<file path="src/rtl/sdmr_pkg.sv">
// constants and types for the mode register zero/one block
// Function
// - mode reg zero reserved bits held zero
// - bit 3 picks sequential or interleaved
// - sequential read wraps low bits per nibble
// - interleaved read column is start xor beat
// - writes start on nibble or word boundary
// - ignored write address bits have no effect
// - chopped read tail slots drivers off
// - chopped and full bursts start together
// - dll reset bit self clears after start
// - bits 11:9 select write recovery cycles
// - bit 12 keeps dll in power-down
// - read latency five to fourteen whole clocks
// - first read data at edge n plus latency
// - mode reg one holds until rewritten or reset
// - mode reg one reserved bits held zero
// - write leveling termination set by bit 12
// - bit 0 enables or disables the dll
// - self refresh stops then restarts dll
// - disabled dll stays off after self refresh
// - burst length code, on-the-fly select bit
// - burst block from upper column bits
package sdmr_pkg;

  // ==========================================================
  // widths
  localparam int MR_W   = 19;
  localparam int COL_W  = 10;
  localparam int BANK_W = 3;
  localparam int LAT_W  = 4;
  localparam int LOCK_W = 10;
  localparam int MOD_W  = 4;

  // ==========================================================
  // field positions
  localparam int MR0_BL_LSB   = 0;
  localparam int MR0_CL_EXT   = 2;
  localparam int MR0_BT       = 3;
  localparam int MR0_CL_LSB   = 4;
  localparam int MR0_DLL_RST  = 8;
  localparam int MR0_WR_LSB   = 9;
  localparam int MR0_PPD      = 12;
  localparam int MR1_DLL_DIS  = 0;
  localparam int MR1_WLVL     = 7;
  localparam int MR1_QOFF     = 12;

  // ==========================================================
  // reserved masks, reset values, selects
  localparam logic [MR_W-1:0]   MR0_RSVD = 19'h4e080;
  localparam logic [MR_W-1:0]   MR1_RSVD = 19'h4e500;
  localparam logic [MR_W-1:0]   MR0_RST  = 19'h00000;
  localparam logic [MR_W-1:0]   MR1_RST  = 19'h00000;
  localparam logic [BANK_W-1:0] BANK_MR0 = 3'h0;
  localparam logic [BANK_W-1:0] BANK_MR1 = 3'h1;
  localparam logic [1:0]        BL_FULL8 = 2'h0;
  localparam logic [1:0]        BL_OTF   = 2'h1;
  localparam logic [1:0]        BL_CHOP4 = 2'h2;

  // ==========================================================
  // latency and recovery decode
  localparam logic [LAT_W-1:0] CL_OFFSET   = 4'h4;
  localparam logic [LAT_W-1:0] CL_CODE_MIN = 4'h1;
  localparam logic [LAT_W-1:0] CL_CODE_MAX = 4'ha;
  localparam logic [LAT_W-1:0] CL_MIN      = 4'h5;
  localparam logic [LAT_W-1:0] RD_PIPE     = 4'h2;
  localparam logic [LAT_W-1:0] WR_TABLE [8] = '{
    4'h0, 4'h5, 4'h6, 4'h7, 4'h8, 4'ha, 4'hc, 4'h0};

  // ==========================================================
  // timing
  localparam int CLK_PERIOD_PS = 25000;
  localparam int MOD_NS        = 15;
  localparam int MOD_MIN_CK    = 12;
  localparam int MOD_TIME_CK   =
    (MOD_NS * 1000 + CLK_PERIOD_PS - 1) / CLK_PERIOD_PS;
  localparam logic [MOD_W-1:0] MOD_CYCLES = MOD_W'(
    (MOD_TIME_CK > MOD_MIN_CK) ? MOD_TIME_CK : MOD_MIN_CK);
  localparam logic [LOCK_W-1:0] DLLK_LAST = 10'h1ff;
  localparam logic [2:0]        BEAT_LAST = 3'h7;

  // ==========================================================
  // sequencer states
  typedef enum logic [1:0] {
    SEQ_IDLE  = 2'b00,
    SEQ_WAIT  = 2'b01,
    SEQ_BURST = 2'b10
  } sdmr_seq_t;

endpackage : sdmr_pkg

</file>
<file path="src/rtl/sdmr_mode_regs.sv">
// mode register zero/one decode, dll control and burst order
`timescale 1ns/100ps
`default_nettype none
module sdmr_mode_regs
  import sdmr_pkg::*;
(
  // clock and reset
  input  wire logic             i_core_clk,
  input  wire logic             i_reset_n,
  // mode set command
  input  wire logic             i_mode_set,
  input  wire logic [BANK_W-1:0] i_bank,
  input  wire logic [MR_W-1:0]  i_addr,
  // column commands
  input  wire logic             i_read,
  input  wire logic             i_write,
  input  wire logic [COL_W-1:0] i_col,
  input  wire logic             i_burst_select,
  output logic                  o_cmd_ready,
  // power state events
  input  wire logic             i_sr_enter,
  input  wire logic             i_sr_exit,
  input  wire logic             i_pd_enter,
  input  wire logic             i_pd_exit,
  // beat stream
  output logic                  o_beat_valid,
  output logic [COL_W-1:0]      o_beat_col,
  output logic                  o_beat_drive,
  output logic                  o_beat_write,
  output logic                  o_beat_used,
  input  wire logic             i_beat_ready,
  // decoded settings
  output logic [1:0]            o_burst_mode,
  output logic                  o_interleaved,
  output logic [LAT_W-1:0]      o_read_latency,
  output logic [LAT_W-1:0]      o_write_recovery,
  output logic                  o_pd_slow_exit,
  output logic                  o_rtt_all_ok,
  output logic                  o_rtt_write_only,
  output logic                  o_outputs_off,
  output logic                  o_mode_busy,
  // dll status
  output logic                  o_dll_enabled,
  output logic                  o_dll_running,
  output logic                  o_dll_reset,
  output logic                  o_dll_locked
);

  // ==========================================================
  // state
  typedef struct packed {
    logic [MR_W-1:0]  mr0;
    logic [MR_W-1:0]  mr1;
    logic [MR_W-1:0]  pend;
    logic             pend_mr1;
    logic             pend_vld;
    logic [MOD_W-1:0] mod_cnt;
    logic             dll_on;
    logic             in_sr;
    logic             in_pd;
    logic             locking;
    logic             locked;
    logic [LOCK_W-1:0] lock_cnt;
    logic             dll_rst;
    logic             running;
    sdmr_seq_t        seq;
    logic [LAT_W-1:0] lat_cnt;
    logic [2:0]       beat;
    logic [COL_W-1:0] start;
    logic             chop;
    logic             wr;
    logic             cmd_rdy;
    logic [LAT_W-1:0] rl;
    logic [LAT_W-1:0] wrec;
    logic             rtt_all;
    logic             rtt_wonly;
  } sdmr_core_st_t;

  // ==========
  // beat word: used, drive, write, column
  localparam int BW = COL_W + 3;

  sdmr_core_st_t   q;
  sdmr_core_st_t   d;
  logic            buf_rdy;
  logic            push;
  logic [BW-1:0]   push_data;
  logic [BW-1:0]   pop_data;
  logic [2:0]      lo_col;
  logic            used;
  logic [LAT_W-1:0] cl_code;

  // ==========================================================
  // beat column generation
  always_comb begin
    if (q.mr0[MR0_BT]) begin
      lo_col = q.start[2:0] ^ q.beat;
    end else begin
      lo_col = {q.start[2] ^ q.beat[2],
                q.start[1:0] + q.beat[1:0]};
    end
    // chopped tail slots carry no data in either direction
    used      = !(q.chop && q.beat[2]);
    push      = (q.seq == SEQ_BURST);
    push_data = {used, used & ~q.wr, q.wr,
                 q.start[COL_W-1:3], lo_col};
  end

  // ==========================================================
  // next state
  always_comb begin
    logic start_rst;
    logic is_chop;
    logic take_rd;
    start_rst = 1'b0;
    is_chop   = 1'b0;
    take_rd   = 1'b0;
    cl_code   = 4'h0;
    d         = q;
    d.dll_rst = 1'b0;

    // ==========
    // settle delay before a captured value takes effect
    if (q.pend_vld) begin
      if (q.mod_cnt != '0) begin
        d.mod_cnt = q.mod_cnt - 4'h1;
      end else begin
        d.pend_vld = 1'b0;
        if (!q.pend_mr1) begin
          // reset bit is acted on, never stored
          d.mr0 = q.pend & ~MR0_RSVD
                & ~(19'h1 << MR0_DLL_RST);
          start_rst = q.pend[MR0_DLL_RST];
        end else begin
          d.mr1    = q.pend & ~MR1_RSVD;
          d.dll_on = !q.pend[MR1_DLL_DIS];
          if (q.pend[MR1_DLL_DIS]) begin
            d.locked  = 1'b0;
            d.locking = 1'b0;
          end
        end
      end
    end

    // ==========
    // a later mode set replaces one still settling
    if (i_mode_set && (i_bank == BANK_MR0 ||
                       i_bank == BANK_MR1)) begin
      d.pend     = i_addr;
      d.pend_mr1 = (i_bank == BANK_MR1);
      d.pend_vld = 1'b1;
      d.mod_cnt  = MOD_CYCLES - 4'h1;
    end

    // ==========
    // self refresh parks an enabled dll and revives it
    if (i_sr_enter && !q.in_sr) begin
      d.in_sr   = 1'b1;
      d.dll_on  = 1'b0;
      d.locked  = 1'b0;
      d.locking = 1'b0;
    end else if (i_sr_exit && q.in_sr) begin
      d.in_sr = 1'b0;
      if (!d.mr1[MR1_DLL_DIS]) begin
        d.dll_on  = 1'b1;
        start_rst = 1'b1;
      end
    end

    // ==========
    // precharge power-down tracking
    if (i_pd_enter) begin
      d.in_pd = 1'b1;
    end else if (i_pd_exit) begin
      d.in_pd = 1'b0;
    end

    // ==========
    // lock wait; reads before it ends see invalid timing
    if (start_rst && d.dll_on) begin
      d.dll_rst  = 1'b1;
      d.locking  = 1'b1;
      d.locked   = 1'b0;
      d.lock_cnt = DLLK_LAST;
    end else if (q.locking && d.dll_on) begin
      if (q.lock_cnt == '0) begin
        d.locking = 1'b0;
        d.locked  = 1'b1;
      end else begin
        d.lock_cnt = q.lock_cnt - 10'h1;
      end
    end

    // ==========
    // dll stops in precharge power-down only when bit clear
    d.running = d.dll_on && !d.in_sr &&
                !(d.in_pd && !d.mr0[MR0_PPD]);

    // ==========
    // decoded settings follow the applied registers
    cl_code = {d.mr0[MR0_CL_EXT],
               d.mr0[MR0_CL_LSB +: 3]};
    if (cl_code >= CL_CODE_MIN &&
        cl_code <= CL_CODE_MAX) begin
      d.rl = cl_code + CL_OFFSET;
    end else begin
      d.rl = CL_MIN;
    end
    d.wrec      = WR_TABLE[d.mr0[MR0_WR_LSB +: 3]];
    d.rtt_all   = d.mr1[MR1_WLVL] &
                  d.mr1[MR1_QOFF];
    d.rtt_wonly = d.mr1[MR1_WLVL] &
                  ~d.mr1[MR1_QOFF];

    // ==========
    // burst sequencer
    unique case (q.seq)
      SEQ_IDLE: begin
        // commands are only taken while idle
        if (i_read || i_write) begin
          take_rd = i_read;
          unique case (q.mr0[MR0_BL_LSB +: 2])
            BL_OTF:   is_chop = !i_burst_select;
            BL_CHOP4: is_chop = 1'b1;
            default:  is_chop = 1'b0;
          endcase
          d.chop = is_chop;
          d.wr   = !take_rd;
          d.beat = 3'h0;
          if (take_rd) begin
            d.start   = i_col;
            d.lat_cnt = q.rl - RD_PIPE;
          end else begin
            // low write address bits are don't-care
            d.start = {i_col[COL_W-1:3],
                       i_col[2] & is_chop, 2'h0};
            d.lat_cnt = 4'h0;
          end
          d.seq = SEQ_WAIT;
        end
      end
      SEQ_WAIT: begin
        // reads count down the latency, writes pass at once
        if (q.lat_cnt == 4'h0) begin
          d.seq = SEQ_BURST;
        end else begin
          d.lat_cnt = q.lat_cnt - 4'h1;
        end
      end
      SEQ_BURST: begin
        // all eight slots run for both lengths
        if (buf_rdy) begin
          d.beat = q.beat + 3'h1;
          if (q.beat == BEAT_LAST) begin
            d.seq = SEQ_IDLE;
          end
        end
      end
      default: begin
        d.seq = SEQ_IDLE;
      end
    endcase
    d.cmd_rdy = (d.seq == SEQ_IDLE);
  end

  // ==========================================================
  // state register
  always_ff @(posedge i_core_clk or negedge i_reset_n) begin
    if (!i_reset_n) begin
      q <= '{
        mr0:       MR0_RST,
        mr1:       MR1_RST,
        pend:      '0,
        pend_mr1:  1'b0,
        pend_vld:  1'b0,
        mod_cnt:   '0,
        dll_on:    1'b1,
        in_sr:     1'b0,
        in_pd:     1'b0,
        locking:   1'b0,
        locked:    1'b0,
        lock_cnt:  '0,
        dll_rst:   1'b0,
        running:   1'b1,
        seq:       SEQ_IDLE,
        lat_cnt:   '0,
        beat:      '0,
        start:     '0,
        chop:      1'b0,
        wr:        1'b0,
        cmd_rdy:   1'b1,
        rl:        CL_MIN,
        wrec:      4'h0,
        rtt_all:   1'b0,
        rtt_wonly: 1'b0
      };
    end else begin
      q <= d;
    end
  end

  // ==========================================================
  // beat buffer; a stalled receiver halts the sequencer
  sdmr_skid2 #(
    .W (BW)
  ) u_buf (
    .i_core_clk (i_core_clk),
    .i_reset_n  (i_reset_n),
    .i_valid    (push),
    .i_data     (push_data),
    .o_ready    (buf_rdy),
    .o_valid    (o_beat_valid),
    .o_data     (pop_data),
    .i_ready    (i_beat_ready)
  );

  // ==========================================================
  // outputs, all straight from flops
  // beat stream from the buffer head
  assign o_beat_used      = pop_data[BW-1];
  assign o_beat_drive     = pop_data[BW-2];
  assign o_beat_write     = pop_data[BW-3];
  assign o_beat_col       = pop_data[COL_W-1:0];
  assign o_cmd_ready      = q.cmd_rdy;
  // settings and dll status
  assign o_burst_mode     = q.mr0[MR0_BL_LSB +: 2];
  assign o_interleaved    = q.mr0[MR0_BT];
  assign o_read_latency   = q.rl;
  assign o_write_recovery = q.wrec;
  assign o_pd_slow_exit   = ~q.mr0[MR0_PPD];
  assign o_rtt_all_ok     = q.rtt_all;
  assign o_rtt_write_only = q.rtt_wonly;
  assign o_outputs_off    = q.mr1[MR1_QOFF];
  assign o_mode_busy      = q.pend_vld;
  assign o_dll_enabled    = q.dll_on;
  assign o_dll_running    = q.running;
  assign o_dll_reset      = q.dll_rst;
  assign o_dll_locked     = q.locked;

endmodule : sdmr_mode_regs
`default_nettype wire

</file>
<file path="src/rtl/sdmr_skid2.sv">
// two-entry beat buffer with valid/ready on both sides
`timescale 1ns/100ps
`default_nettype none
module sdmr_skid2
  import sdmr_pkg::*;
#(
  parameter int W = 8
) (
  // clock and reset
  input  wire logic         i_core_clk,
  input  wire logic         i_reset_n,
  // fill side
  input  wire logic         i_valid,
  input  wire logic [W-1:0] i_data,
  output logic              o_ready,
  // drain side
  output logic              o_valid,
  output logic [W-1:0]      o_data,
  input  wire logic         i_ready
);

  // ==========================================================
  // state
  typedef struct packed {
    logic [1:0]   cnt;
    logic         vld;
    logic         rdy;
    logic [W-1:0] e0;
    logic [W-1:0] e1;
  } sdmr_skid_t;

  sdmr_skid_t q;
  sdmr_skid_t d;

  // ==========================================================
  // next state; head entry is the output register itself
  always_comb begin
    logic push;
    logic pop;
    push = 1'b0;
    pop  = 1'b0;
    d    = q;
    push = i_valid & q.rdy;
    pop  = q.vld & i_ready;
    if (push && !pop) begin
      if (q.cnt == 2'h0) begin
        d.e0 = i_data;
      end else begin
        d.e1 = i_data;
      end
      d.cnt = q.cnt + 2'h1;
    end else if (pop && !push) begin
      d.e0  = q.e1;
      d.cnt = q.cnt - 2'h1;
    end else if (pop && push) begin
      if (q.cnt == 2'h1) begin
        d.e0 = i_data;
      end else begin
        d.e0 = q.e1;
        d.e1 = i_data;
      end
    end
    d.vld = (d.cnt != 2'h0);
    d.rdy = (d.cnt != 2'h2);
  end

  always_ff @(posedge i_core_clk or negedge i_reset_n) begin
    if (!i_reset_n) begin
      q <= '{cnt: 2'h0, vld: 1'b0, rdy: 1'b1,
             e0: '0, e1: '0};
    end else begin
      q <= d;
    end
  end

  assign o_ready = q.rdy;
  assign o_valid = q.vld;
  assign o_data  = q.e0;

endmodule : sdmr_skid2
`default_nettype wire

</file>
<file path="config.mk">
export PLATFORM = sky130hd
export DESIGN_NAME = sdmr_mode_regs
export DESIGN_NICKNAME = d
export VERILOG_FILES = /design/src/rtl/sdmr_pkg.sv /design/src/rtl/sdmr_mode_regs.sv /design/src/rtl/sdmr_skid2.sv
export SDC_FILE = /design/constraint.sdc
export NUM_CORES = 1
export LEC_CHECK = 0
export BUFFER_PORTS_ARGS = -buffer_cell sky130_fd_sc_hd__clkbuf_2
export CAP_MARGIN = 20
export CORE_UTILIZATION = 50
export CTS_CLUSTER_SIZE = 14
export DETAILED_ROUTE_END_ITERATION = 10
export PLACE_DENSITY = 0.84
export SETUP_SLACK_MARGIN = 0.2
export SKIP_CTS_REPAIR_TIMING = 1
export SLEW_MARGIN = 40
export SYNTH_ARGS = -nofsm -noshare
export SYNTH_HDL_FRONTEND = slang
export SYNTH_SLANG_ARGS = --single-unit
</file>
<file path="constraint.sdc">
create_clock -name i_core_clk -period 2.5 [get_ports i_core_clk]
set_input_delay 0.5 -clock i_core_clk [delete_from_list [all_inputs] [get_ports i_core_clk]]
set_output_delay 0.5 -clock i_core_clk [all_outputs]
set_load 0.02 [all_outputs]
</file>
# After elaboration in Yosys (flattened, before gate mapping)
# Memories as Yosys holds them, arrays and structs flattened. A register that Yosys moved wholly into a read port is not among the register bits.
# Cells that the tools add are included.
# W data, S select, Z words.
# classes
addsub	9
order_cmp	2
n_eq_ne	16
mux	57
n_bitwise	14
n_reduce_logical	50
# ops
op	n
$mux W13	7
$mux W32	2
$mux W26	2
$mux W2	13
$mux W12	2
$mux W21	1
$mux W18	1
$mux W4	4
$mux W1	15
$ne A2 B2 Y1 const B	7
$reduce_bool A2 Y1	7
$logic_and A1 B1 Y1	13
$reduce_and A3 Y1	4
$logic_not A1 Y1	11
$logic_not A10 Y1	1
$mux W10	1
$sub A10 B1 Y10 const B	1
$mux W3	3
$pmux W4 S2	1
$reduce_and A2 Y1	4
$sub A4 B1 Y4 const B	2
$and A1 B1 Y1	6
$eq A2 B1 Y1 const B	3
$logic_not A2 Y1	3
27 further kinds	34
# totals
ff_bits	123
rom_bits	32
input_bits	43
output_inout_bits	35
word_cells	180
memories	1
# mem_list
memory	depth	word_bits	rd	rd_ports_with_merged_regs	wr	line_no	text
(no name shown)	8	4	1	1	0	sdmr_mode_regs.sv:209	d.wrec = WR_TABLE[d.mr0[MR0_WR_LSB +: 3]];

# Logic depth before layout (Yosys ltp)
# Gate-level depths: netlist of run 1.
# depth
depth_word	10
mapped_depth	9
mapped_depth_nobuf	9

# By module
# From an unflattened synthesis of run 1, not the netlist that was laid out.
# unflattened
cells_unflattened	490
hier_area_um2	5425.2
# modules_own_cells
mod	instances	cells_per_inst	area_per_inst_um2	seq_area_each_um2
sdmr_mode_regs	1	370	3877.5	2058.2
sdmr_skid2	1	120	1547.7	752.0

# Worst setup path after synthesis of run 1
# OpenSTA, ideal clock, no wires.
# synth_timing
kind	register -> register
start	register q[49] (netlist name)
end	register q[43] (netlist name)
setup_ns	0.077
arrival_ns	2.255
t_required_ns	2.423
path_slack_ns	0.167
stages_incl_launch_ff	9
n_path_buf	1
synth_period_minus_slack_ns	2.333
cell_sequence	dfrtp_1 inv_1 ha_1 and4bb_4 a221oi_4 or4b_1 buf_2 or4_1 a21oi_1
# synth_between
elab_chain_len	9
word_cells_on_any_way	19
cone_classes	1 x eq/ne; 13 x mux; 5 x reduce/logical
# synth_rtl
item	line_no	text
from (decl)	sdmr_mode_regs.sv:83	sdmr_core_st_t q;
from (signal assigned)	sdmr_mode_regs.sv:270	q <= '{
$reduce_bool A4 Y1 *	sdmr_mode_regs.sv:125	if (q.mod_cnt != '0) begin
$mux W1 or $mux W32 (tied branches)	sdmr_mode_regs.sv:125	
$mux W1, or another cell as far along	sdmr_mode_regs.sv:124	if (q.pend_vld) begin
$mux W1	sdmr_mode_regs.sv:164	if (!d.mr1[MR1_DLL_DIS]) begin
$mux W1 or $mux W2 (tied branches)	sdmr_mode_regs.sv:162	end else if (i_sr_exit && q.in_sr) begin
$mux W1 or $mux W2 (tied branches)	sdmr_mode_regs.sv:157	if (i_sr_enter && !q.in_sr) begin
$logic_and A1 B1 Y1, on equally long branches	sdmr_mode_regs.sv:180, sdmr_mode_regs.sv:185	
$ne A2 B2 Y1 (no source line) or $reduce_bool A2 Y1 (tied branches)	-	
$reduce_and A2 Y1 (no source line)	-	
# Mark *: on every way between the ends. The rest lies on a longest branch, timed or not. The select of a mux whose other input is x is not followed.
# A chain may end at the register's enable or synchronous reset.

# Worst setup path after layout of run 1
# Same ends and word-level chain as after synthesis.

==> impl_metrics.yaml, run 1 <==
final_layout:
  nNetsFinal: 597
  area_growth_pct: 13.39
  mostFrequentLayoutCells: "106 x dfrtp_1, 79 x nand2_1, 70 x clkbuf_2"
  final_common_cell: "dfrtp_1"
  drive_above_1_share: 0.2807
  utilization: 0.5888
  num_antenna_cells: 0
  fillCellCount: 838
  design_area_sq_mm: 0.005808
route:
  vias: 3614
  drcViolationCount: 0
  wl_mm: 10.04
  wire_per_inst_um: 14.80
  drt-vias-per-instance: 5.330
  drtIter0Drc: 116
  dr.pass1.iters: 4
  ant_nets: 0
clock_network:
  cts_made_buffers: 9
  clk_pin_slew_ns: 0.10
  clk_latency_ns: 0.37
  cts_sinks: 112
  htree_levels: 3
  cts_buffer_depth: 2
  tritoncts: "done"
  root_buffer: "clkbuf_8"
die:
  die_area_sq_mm: 0.01065
  rows: 36
  io_pins: 78
  coreArea_sq_mm: 0.009864
  start_util: 0.5193
  fp.dieW_um: 103.2
  die_y_um: 103.2
critical_path:
  cp_max_fo: 5
  r2r-end: "q[43]$_DFFE_PN0P_"
  crit_arrival_ns: 2.53
  cpMaxStageDelayCell: "or4b_4"
  crit_required_ns: 2.79
  startpoint_type: "flip-flop"
  slowest_delay_ns: 0.53
  crit_buf_inv: 1
  critPathKind: "flip-flop to flip-flop"
  cp_cell_sequence: "inv_2, ha_4, and4bb_4, a221oi_4, or4b_4, or4_1, a21oi_1"
  cp_top_family: "simple AND/OR/NAND/NOR gates"
  reg2reg_depth: 7
  r2r_setup_slack_ns: 0.27
  end_kind: "flip-flop"
  rr_startpoint: "q[49]$_DFFE_PN0P_"
power_and_ir_drop:
  leakage_nw: 2.751
  ir_worst_vdd_uv: 543.8
  power_density_mw_per_mm2: 1143
run:
  maxCapViolCount: 0
timing:
  period_needed_ns: 2.234
  min_period_over_period: 0.8937
  slew_violations: 0
  hold_violations: 0
  slew_headroom: 0.4535
  setup_viol: 0
  fmax_mhz: 447.6
  tns_ns: 0
  fin_ws_ns: 0.2658
  rsz0062_at_grt: "true"
  finalClockSkew_ns: 0.01135
  worst_slew_pin_slew_ns: 0.8198
placed_design:
  place_congestion: 0.8515
  io_buffers: 71
  place_hpwl_mm: 7.045
  pre_cts_slack_ns: 0.08960
  detailed_place.area_sq_mm: 0.005542
synthesis:
  ys.warnings.count: 0
  syn_inst: 477
  ys_async_sr_fraction: 1.000
  synth_nets: 533
  synth_edf_count: 0
  synth.avg_cell_area_sq_um: 10.74
  synth.distinct_cells: 61
  yosysSeqAreaShare: 0.5486
  ys.flop_type: "dfrtp_1"
  ys_ff_latch: 112
  netlist_area_sq_mm: 0.005122
global_routing:
  track_usage: 0.1994
  overflow: 0
  grt_first_pass_wirelength_mm: 16.31
  grt_pass1_vias: 3553
  antenna_found_initial: 0
  grt_max_degree: 51
min_path:
  hold_class: "input pin to async pin"
status:
  outcome: "finished clean"
worst max-delay path by stage:
stage | from | endpoint | slack [ns] | cells after the start
2_1_floorplan | q[49]$_DFFE_PN0P_ | q[43]$_DFFE_PN0P_ | 0.22 | 8
3_3_place_gp | q[49]$_DFFE_PN0P_ | o_read_latency[3]$_DFF_PN0_ | 0.21 | 8
3_5_place_dp | q[49]$_DFFE_PN0P_ | o_read_latency[3]$_DFF_PN0_ | 0.09 | 8
4_1_cts | q[49]$_DFFE_PN0P_ | o_read_latency[3]$_DFF_PN0_ | 0.07 | 8
5_1_grt | q[50]$_DFFE_PN0P_ | o_read_latency[3]$_DFF_PN0_ | 0.16 | 8
6_report | q[49]$_DFFE_PN0P_ | q[43]$_DFFE_PN0P_ | 0.27 | 7
metrics by stage:
stage / std cells / total power [mW] / hold slack [ns]
finish: 678 / 6.636 / 0.06914
global route: 678 / 7.130 / 0.08886
CTS: 673 / 6.591 / 0.07463
detailed placement: 658 / 5.585 / 0.4616
global placement: 658 / 5.411 / 0.4537
floorplan: 477 / 5.004 / 0.2044
cell type report:
class / instances / area [sq um] / area share
Sequential cell: 112 / 2810 / 0.4838
Multi-Input combinational cell: 304 / 2061 / 0.3548
Timing Repair Buffer: 87 / 490.5 / 0.08445
Tap cell: 133 / 166.4 / 0.02865
Clock buffer: 10 / 137.6 / 0.02370
Inverter: 27 / 101.3 / 0.01745
Clock inverter: 5 / 41.29 / 0.007109
kinds of logic after synthesis:
| kind of cell | after synthesis | synth area share |
|---|---|---|
| buffers and inverters | 61 | 0.06131 |
| AO/OA/AOI/OAI | 69 | 0.08818 |
| multiplexers | 40 | 0.08427 |
| XOR/XNOR | 15 | 0.02565 |
| adder cells (fa/ha/maj) | 16 | 0.03762 |
| flip-flops | 112 | 0.5486 |
| AND/OR/NAND/NOR | 164 | 0.1544 |
layer usage:
layer	track usage	vias up	wire, um
met3	0.04772	11	435
met4	0.06067	0	108
met5	0	-	0
li1	-	1736	-
met1	0.2547	1781	4475
met2	0.3385	86	5016
cells in the mapped netlist (all sizes together), types with 2 or more instances:
| cell | number | share of area |
|---|---|---|
| dfrtp | 106 | 0.52 |
| nand2 | 79 | 0.058 |
| nor2 | 33 | 0.025 |
| inv | 27 | 0.020 |
| a21oi | 26 | 0.025 |
| mux2 | 25 | 0.055 |
| buf | 23 | 0.033 |
| o21ai | 16 | 0.016 |
| mux2i | 15 | 0.029 |
| xnor2 | 14 | 0.024 |
| ha | 13 | 0.032 |
| clkbuf | 11 | 0.0081 |
| nand3 | 7 | 0.0068 |
| dfstp | 6 | 0.031 |
| nor4 | 6 | 0.0073 |
| nor3 | 5 | 0.0059 |
| and2 | 4 | 0.0051 |
| or4 | 4 | 0.0059 |
| a32o | 3 | 0.0059 |
| maj3 | 3 | 0.0059 |
| nand2b | 3 | 0.0042 |
| nand3b | 3 | 0.0044 |
| nor2b | 3 | 0.0037 |
| o211ai | 3 | 0.0044 |
| o31ai | 3 | 0.0044 |
| or3 | 3 | 0.0039 |
| a211oi | 2 | 0.0029 |
| a221oi | 2 | 0.0068 |
| a22o | 2 | 0.0034 |
| a311oi | 2 | 0.0034 |
| and3 | 2 | 0.0024 |
| nand4 | 2 | 0.0024 |
| or3b | 2 | 0.0034 |
sequential cells by signal, indices dropped and copies added, names as in the netlist, 2 cells and up:
register,cells
o_read_latency,4
u_buf.q,15
u_buf.o_data,13
q,54
push_data,8
o_burst_mode,2
o_write_recovery,4
report_power, final:
| part | internal (mW) | leakage (nW) | switching [mW] |
|---|---|---|---|
| combinational | 1.16 | 1.32 | 1.52 |
| sequential | 2.51 | 1.34 | 0.454 |
| clock | 0.393 | 0.0902 | 0.597 |
Power figures use the tool's default switching activity.
==> run 2, diff against run 1 <==
--- a/config.mk
+++ b/config.mk
@@ -10,6 +10,7 @@
 export CORE_UTILIZATION = 50
 export CTS_CLUSTER_SIZE = 14
 export DETAILED_ROUTE_END_ITERATION = 10
+export GPL_TIMING_DRIVEN = 0
 export PLACE_DENSITY = 0.84
 export SETUP_SLACK_MARGIN = 0.2
 export SKIP_CTS_REPAIR_TIMING = 1
==> impl_metrics.yaml, run 2 (synthesized netlist as in run 1, its figures left out) <==
die:
  die_area_sq_mm: 0.01065
  die_y_um: 103.2
  start_util: 0.5193
  rows: 36
  coreArea_sq_mm: 0.009864
  io_pins: 78
  fp.dieW_um: 103.2
critical_path:
  crit_arrival_ns: 2.69
  rr_startpoint: "q[50]$_DFFE_PN0P_"
  reg2reg_depth: 9
  crit_required_ns: 2.80
  r2r_setup_slack_ns: 0.11
  cp_max_fo: 6
  r2r-end: "o_read_latency[2]$_DFF_PN1_"
  critPathKind: "flip-flop to flip-flop"
  end_kind: "flip-flop"
  startpoint_type: "flip-flop"
timing:
  fin_ws_ns: 0.1133
  period_needed_ns: 2.387
  finalClockSkew_ns: 0.01462
  worst_slew_pin_slew_ns: 0.7594
  slew_violations: 0
  rsz0062_at_grt: "true"
  slew_headroom: 0.4894
  hold_violations: 0
  setup_viol: 0
  min_period_over_period: 0.9547
  fmax_mhz: 419.0
power_and_ir_drop:
  pwr-share-clk: 0.146
  seqPwrFrac: 0.419
  ir_worst_vdd_uv: 489.9
  leakage_nw: 2.891
  power_switching_mw: 2.755
  swShare: 0.3884
  intPower_mw: 4.338
  power_density_mw_per_mm2: 1164
  combPwrFrac: 0.435
global_routing:
  grt_use_met3: 0.04637
  top_usage_layer: "met2"
  met1_usage: 0.2756
  track_usage: 0.2128
  grt_max_degree: 74
  grt_pass1_vias: 3739
  grtUsageMet2: 0.3626
  grt_first_pass_wirelength_mm: 17.39
  antenna_found_initial: 0
  overflow: 0
status:
  outcome: "finished clean"
route:
  dr.pass1.iters: 4
  drt-vias-per-instance: 5.326
  vias: 3776
  ant_nets: 0
  wire_per_inst_um: 14.89
  drcViolationCount: 0
  drtIter0Drc: 99
  wl_mm: 10.56
final_layout:
  area_growth_pct: 18.95
  instances_no_fill: 709
  final_common_cell: "dfrtp_1"
  fillCellCount: 808
  multi_input_area_sq_mm: 0.002125
  seqCellArea_sq_mm: 0.002810
  drive_above_1_share: 0.3229
  regMostFlops: "q"
  design_area_sq_mm: 0.006093
  largest_reg_flops: 54
  num_antenna_cells: 0
  mostFrequentLayoutCells: "106 x dfrtp_1, 78 x nand2_1, 70 x clkbuf_2"
  nNetsFinal: 627
placed_design:
  place_congestion: 0.8923
  io_buffers: 70
  placed_cells: 681
  place_hpwl_mm: 7.428
  pre_cts_slack_ns: -0.08317
  detailed_place.area_sq_mm: 0.005694
clock_network:
  clk_latency_ns: 0.37
  cts_buffer_depth: 2
  clk_pin_slew_ns: 0.11
  htree_levels: 3
  cts_made_buffers: 9
  tritoncts: "done"
  cts_sinks: 112
  root_buffer: "clkbuf_8"
run:
  maxCapViolCount: 0
min_path:
  hold_class: "input pin to async pin"
[run 2: cell count changes in the layout (fill, tap and decap cells not counted), sizes merged]
cell and delta:
buf +19, clkbuf +11, clkinv -1, clkinvlp -1
inv +3
[run 2: worst max-delay path, stage by stage, from the launching register on]
cell,delay [ns]
dfrtp_1,0.42
inv_2,0.08
ha_4,0.15
nand4bb_4,0.15
nor2_4,0.31
mux2i_4,0.35
inv_2,0.08
ha_2,0.22
o21ai_2,0.09
or3b_2,0.46
[run 2: area by class of cell]
class	instances	area share
Multi-Input combinational cell	304	0.3487
Tap cell	133	0.02731
Clock inverter	6	0.01027
Buffer	34	0.03676
Clock buffer	10	0.02094
Sequential cell	112	0.4612
Timing Repair Buffer	83	0.07823
Inverter	27	0.01663
[run 2: worst max-delay path by stage]
stage,depth (start not counted),slack [ns],from,end
final,9,0.11,q[50]$_DFFE_PN0P_,o_read_latency[2]$_DFF_PN1_
after global routing,9,0.02,q[49]$_DFFE_PN0P_,o_read_latency[2]$_DFF_PN1_
after CTS,9,-0.11,q[49]$_DFFE_PN0P_,o_read_latency[2]$_DFF_PN1_
after detailed placement,9,-0.08,q[49]$_DFFE_PN0P_,o_read_latency[2]$_DFF_PN1_
after global placement,1,-0.56,i_reset_n,q[103]$_DFF_PN0_
after floorplan,8,0.22,q[49]$_DFFE_PN0P_,q[43]$_DFFE_PN0P_
[run 2: layer usage]
layer,up-vias,share of wire
met5,-,0
met4,0,0.018
met2,97,0.50
met1,1865,0.44
met3,18,0.042
li1,1796,-
[run 2: stage by stage]
step / power, mW / TNS (ns) / hold slack [ns] / util
after CTS: 6.855 / -0.1140 / 0.03253 / 0.5965
after global placement: 5.602 / -58.87 / 0.4536 / 0.5731
after global routing: 7.627 / 0 / 0.02982 / 0.6177
after detailed placement: 5.803 / -0.08317 / 0.4440 / 0.5772
after floorplan: 5.004 / 0 / 0.2044 / -
final: 7.093 / 0 / 0.02576 / 0.6177
[run 2: power by group through the flow]
stage | Sequential [mW] | Clock (mW) | Combinational, mW
final | 2.97 | 1.03 | 3.09
after CTS | 2.94 | 1.06 | 2.85
after floorplan | 2.94 | 0 | 2.06
after detailed placement | 2.98 | 0 | 2.82
after global routing | 3.06 | 1.13 | 3.44
after global placement | 2.93 | 0 | 2.67
==> run 3, diff against run 2 <==
--- a/config.mk
+++ b/config.mk
@@ -12,6 +12,7 @@
 export DETAILED_ROUTE_END_ITERATION = 10
 export GPL_TIMING_DRIVEN = 0
 export PLACE_DENSITY = 0.84
+export RECOVER_POWER = 25
 export SETUP_SLACK_MARGIN = 0.2
 export SKIP_CTS_REPAIR_TIMING = 1
 export SLEW_MARGIN = 40
==> impl_metrics.yaml, run 3 (synthesized netlist as in run 1, its figures left out) <==
route:
  vias: 3779
  drcViolationCount: 0
  drt-vias-per-instance: 5.330
  drtIter0Drc: 99
  wire_per_inst_um: 14.89
  top_layer: "met4"
  ant_nets: 0
  met2_length_mm: 5.292
  wl_mm: 10.56
  wl_met3_um: 450
  wl_met1_mm: 4.623
  dr.pass1.iters: 4
die:
  fp.dieW_um: 103.2
  die_y_um: 103.2
  start_util: 0.5193
  die_area_sq_mm: 0.01065
  coreArea_sq_mm: 0.009864
  io_pins: 78
  rows: 36
global_routing:
  track_usage: 0.2128
  overflow: 0
  grt_pass1_vias: 3739
  grt_max_degree: 74
  antenna_found_initial: 0
  grt_first_pass_wirelength_mm: 17.39
timing:
  worst_slew_pin_slew_ns: 1.853
  finalClockSkew_ns: 0.01447
  fin_ws_ns: 0.1133
  setup_viol: 0
  slew_violations: 40
  fmax_mhz: 419.0
  slew_headroom: -0.2354
  period_needed_ns: 2.387
  rsz0062_at_grt: "true"
  hold_violations: 0
  min_period_over_period: 0.9547
placed_design:
  place_congestion: 0.8923
  io_buffers: 70
  pre_cts_slack_ns: -0.08317
  placed_cells: 681
  place_hpwl_mm: 7.428
critical_path:
  cp_max_fo: 6
  slowest_delay_ns: 0.46
  critPathKind: "flip-flop to flip-flop"
  end_kind: "flip-flop"
  cpMaxStageDelayCell: "or3b_2"
  crit_required_ns: 2.80
  path_common_cell: "inv_2"
  startpoint_type: "flip-flop"
  cp_cell_sequence: "inv_2, ha_4, nand4bb_4, nor2_4, mux2i_4, inv_2, ha_2, o21ai_2, or3b_2"
  crit_arrival_ns: 2.69
final_layout:
  drive_above_1_share: 0.3212
  mostFrequentLayoutCells: "106 x dfrtp_1, 78 x nand2_1, 70 x clkbuf_2"
  utilization: 0.6176
  final_common_cell: "dfrtp_1"
  instances_no_fill: 709
  area_growth_pct: 18.93
  regMostFlops: "q"
  num_antenna_cells: 0
  multi_input_area_sq_mm: 0.002125
  nNetsFinal: 627
  largest_reg_flops: 54
  seqCellArea_sq_mm: 0.002810
  fillCellCount: 809
status:
  outcome: "complete, but fails checks"
  violations: "max-capacitance violations, max-slew violations"
run:
  maxCapViolCount: 1
clock_network:
  root_buffer: "clkbuf_8"
  clk_latency_ns: 0.37
  cts_sinks: 112
  clk_pin_slew_ns: 0.11
  htree_levels: 3
  cts_buffer_depth: 2
  tritoncts: "done"
  cts_made_buffers: 9
power_and_ir_drop:
  power_density_mw_per_mm2: 1164
  ir_worst_vdd_uv: 489.9
  leakage_nw: 2.897
min_path:
  hold_class: "input pin to flip-flop"
[run 3: per-stage QoR]
stage	cell area [sq um]	TNS (ns)	hold WS, ns	power [mW]
2_1_floorplan	5136	0	0.2044	5.004
3_3_place_gp	5653	-58.87	0.4536	5.602
3_5_place_dp	5694	-0.08317	0.4440	5.803
4_1_cts	5884	-0.1140	0.03253	6.855
5_1_grt	6092	0	0.3025	7.627
6_report	6092	0	0.3116	7.094
[run 3: worst paths after layout]
kind	end	cells past startpoint	startpoint	slack (ns)
hold reg to reg	q[46]$_DFF_PN0_	2	q[46]$_DFF_PN0_	0.48
setup / recovery	o_read_latency[2]$_DFF_PN1_	9	q[50]$_DFFE_PN0P_	0.11
min in group asynchronous	u_buf.o_data[7]$_DFFE_PN0P_	1	i_reset_n	0.72
setup reg to reg	o_read_latency[2]$_DFF_PN1_	9	q[50]$_DFFE_PN0P_	0.11
max in group asynchronous	o_read_latency[2]$_DFF_PN1_	2	i_reset_n	0.64
hold / removal	q[66]$_DFFE_PN0P_	3	i_addr[11]	0.31
[run 3: layout make-up]
cell class	instances	share of cell area
flip-flops and latches	112	0.4613
multi-input cells	304	0.3487
repair buffers	83	0.07804
plain buffers	34	0.03676
well taps	133	0.02732
clock buffers	10	0.02095
inverters	27	0.01664
clock inverters	6	0.01027
[run 3: routing by layer]
metal | GRT usage | vias to the layer above
met5 | 0 | -
met4 | 0.06067 | 0
met3 | 0.04637 | 18
met2 | 0.3626 | 99
met1 | 0.2756 | 1866
li1 | - | 1796
[run 3: worst max-delay path: cells and delay by family, from the launching register on]
kind | cells | cell delay (ns)
AO/OA/AOI/OAI | 1 | 0.09
adder cells (fa/ha/maj) | 2 | 0.37
buffers and inverters | 2 | 0.16
flip-flops | 1 | 0.42
multiplexers | 1 | 0.35
AND/OR/NAND/NOR | 3 | 0.92
[run 3: power by group]
part	internal [mW]	leakage (nW)	total [mW]	switching [mW]
Sequential	2.51	1.34	2.97	0.461
Combinational	1.44	1.46	3.09	1.65
Clock	0.392	0.0965	1.03	0.642
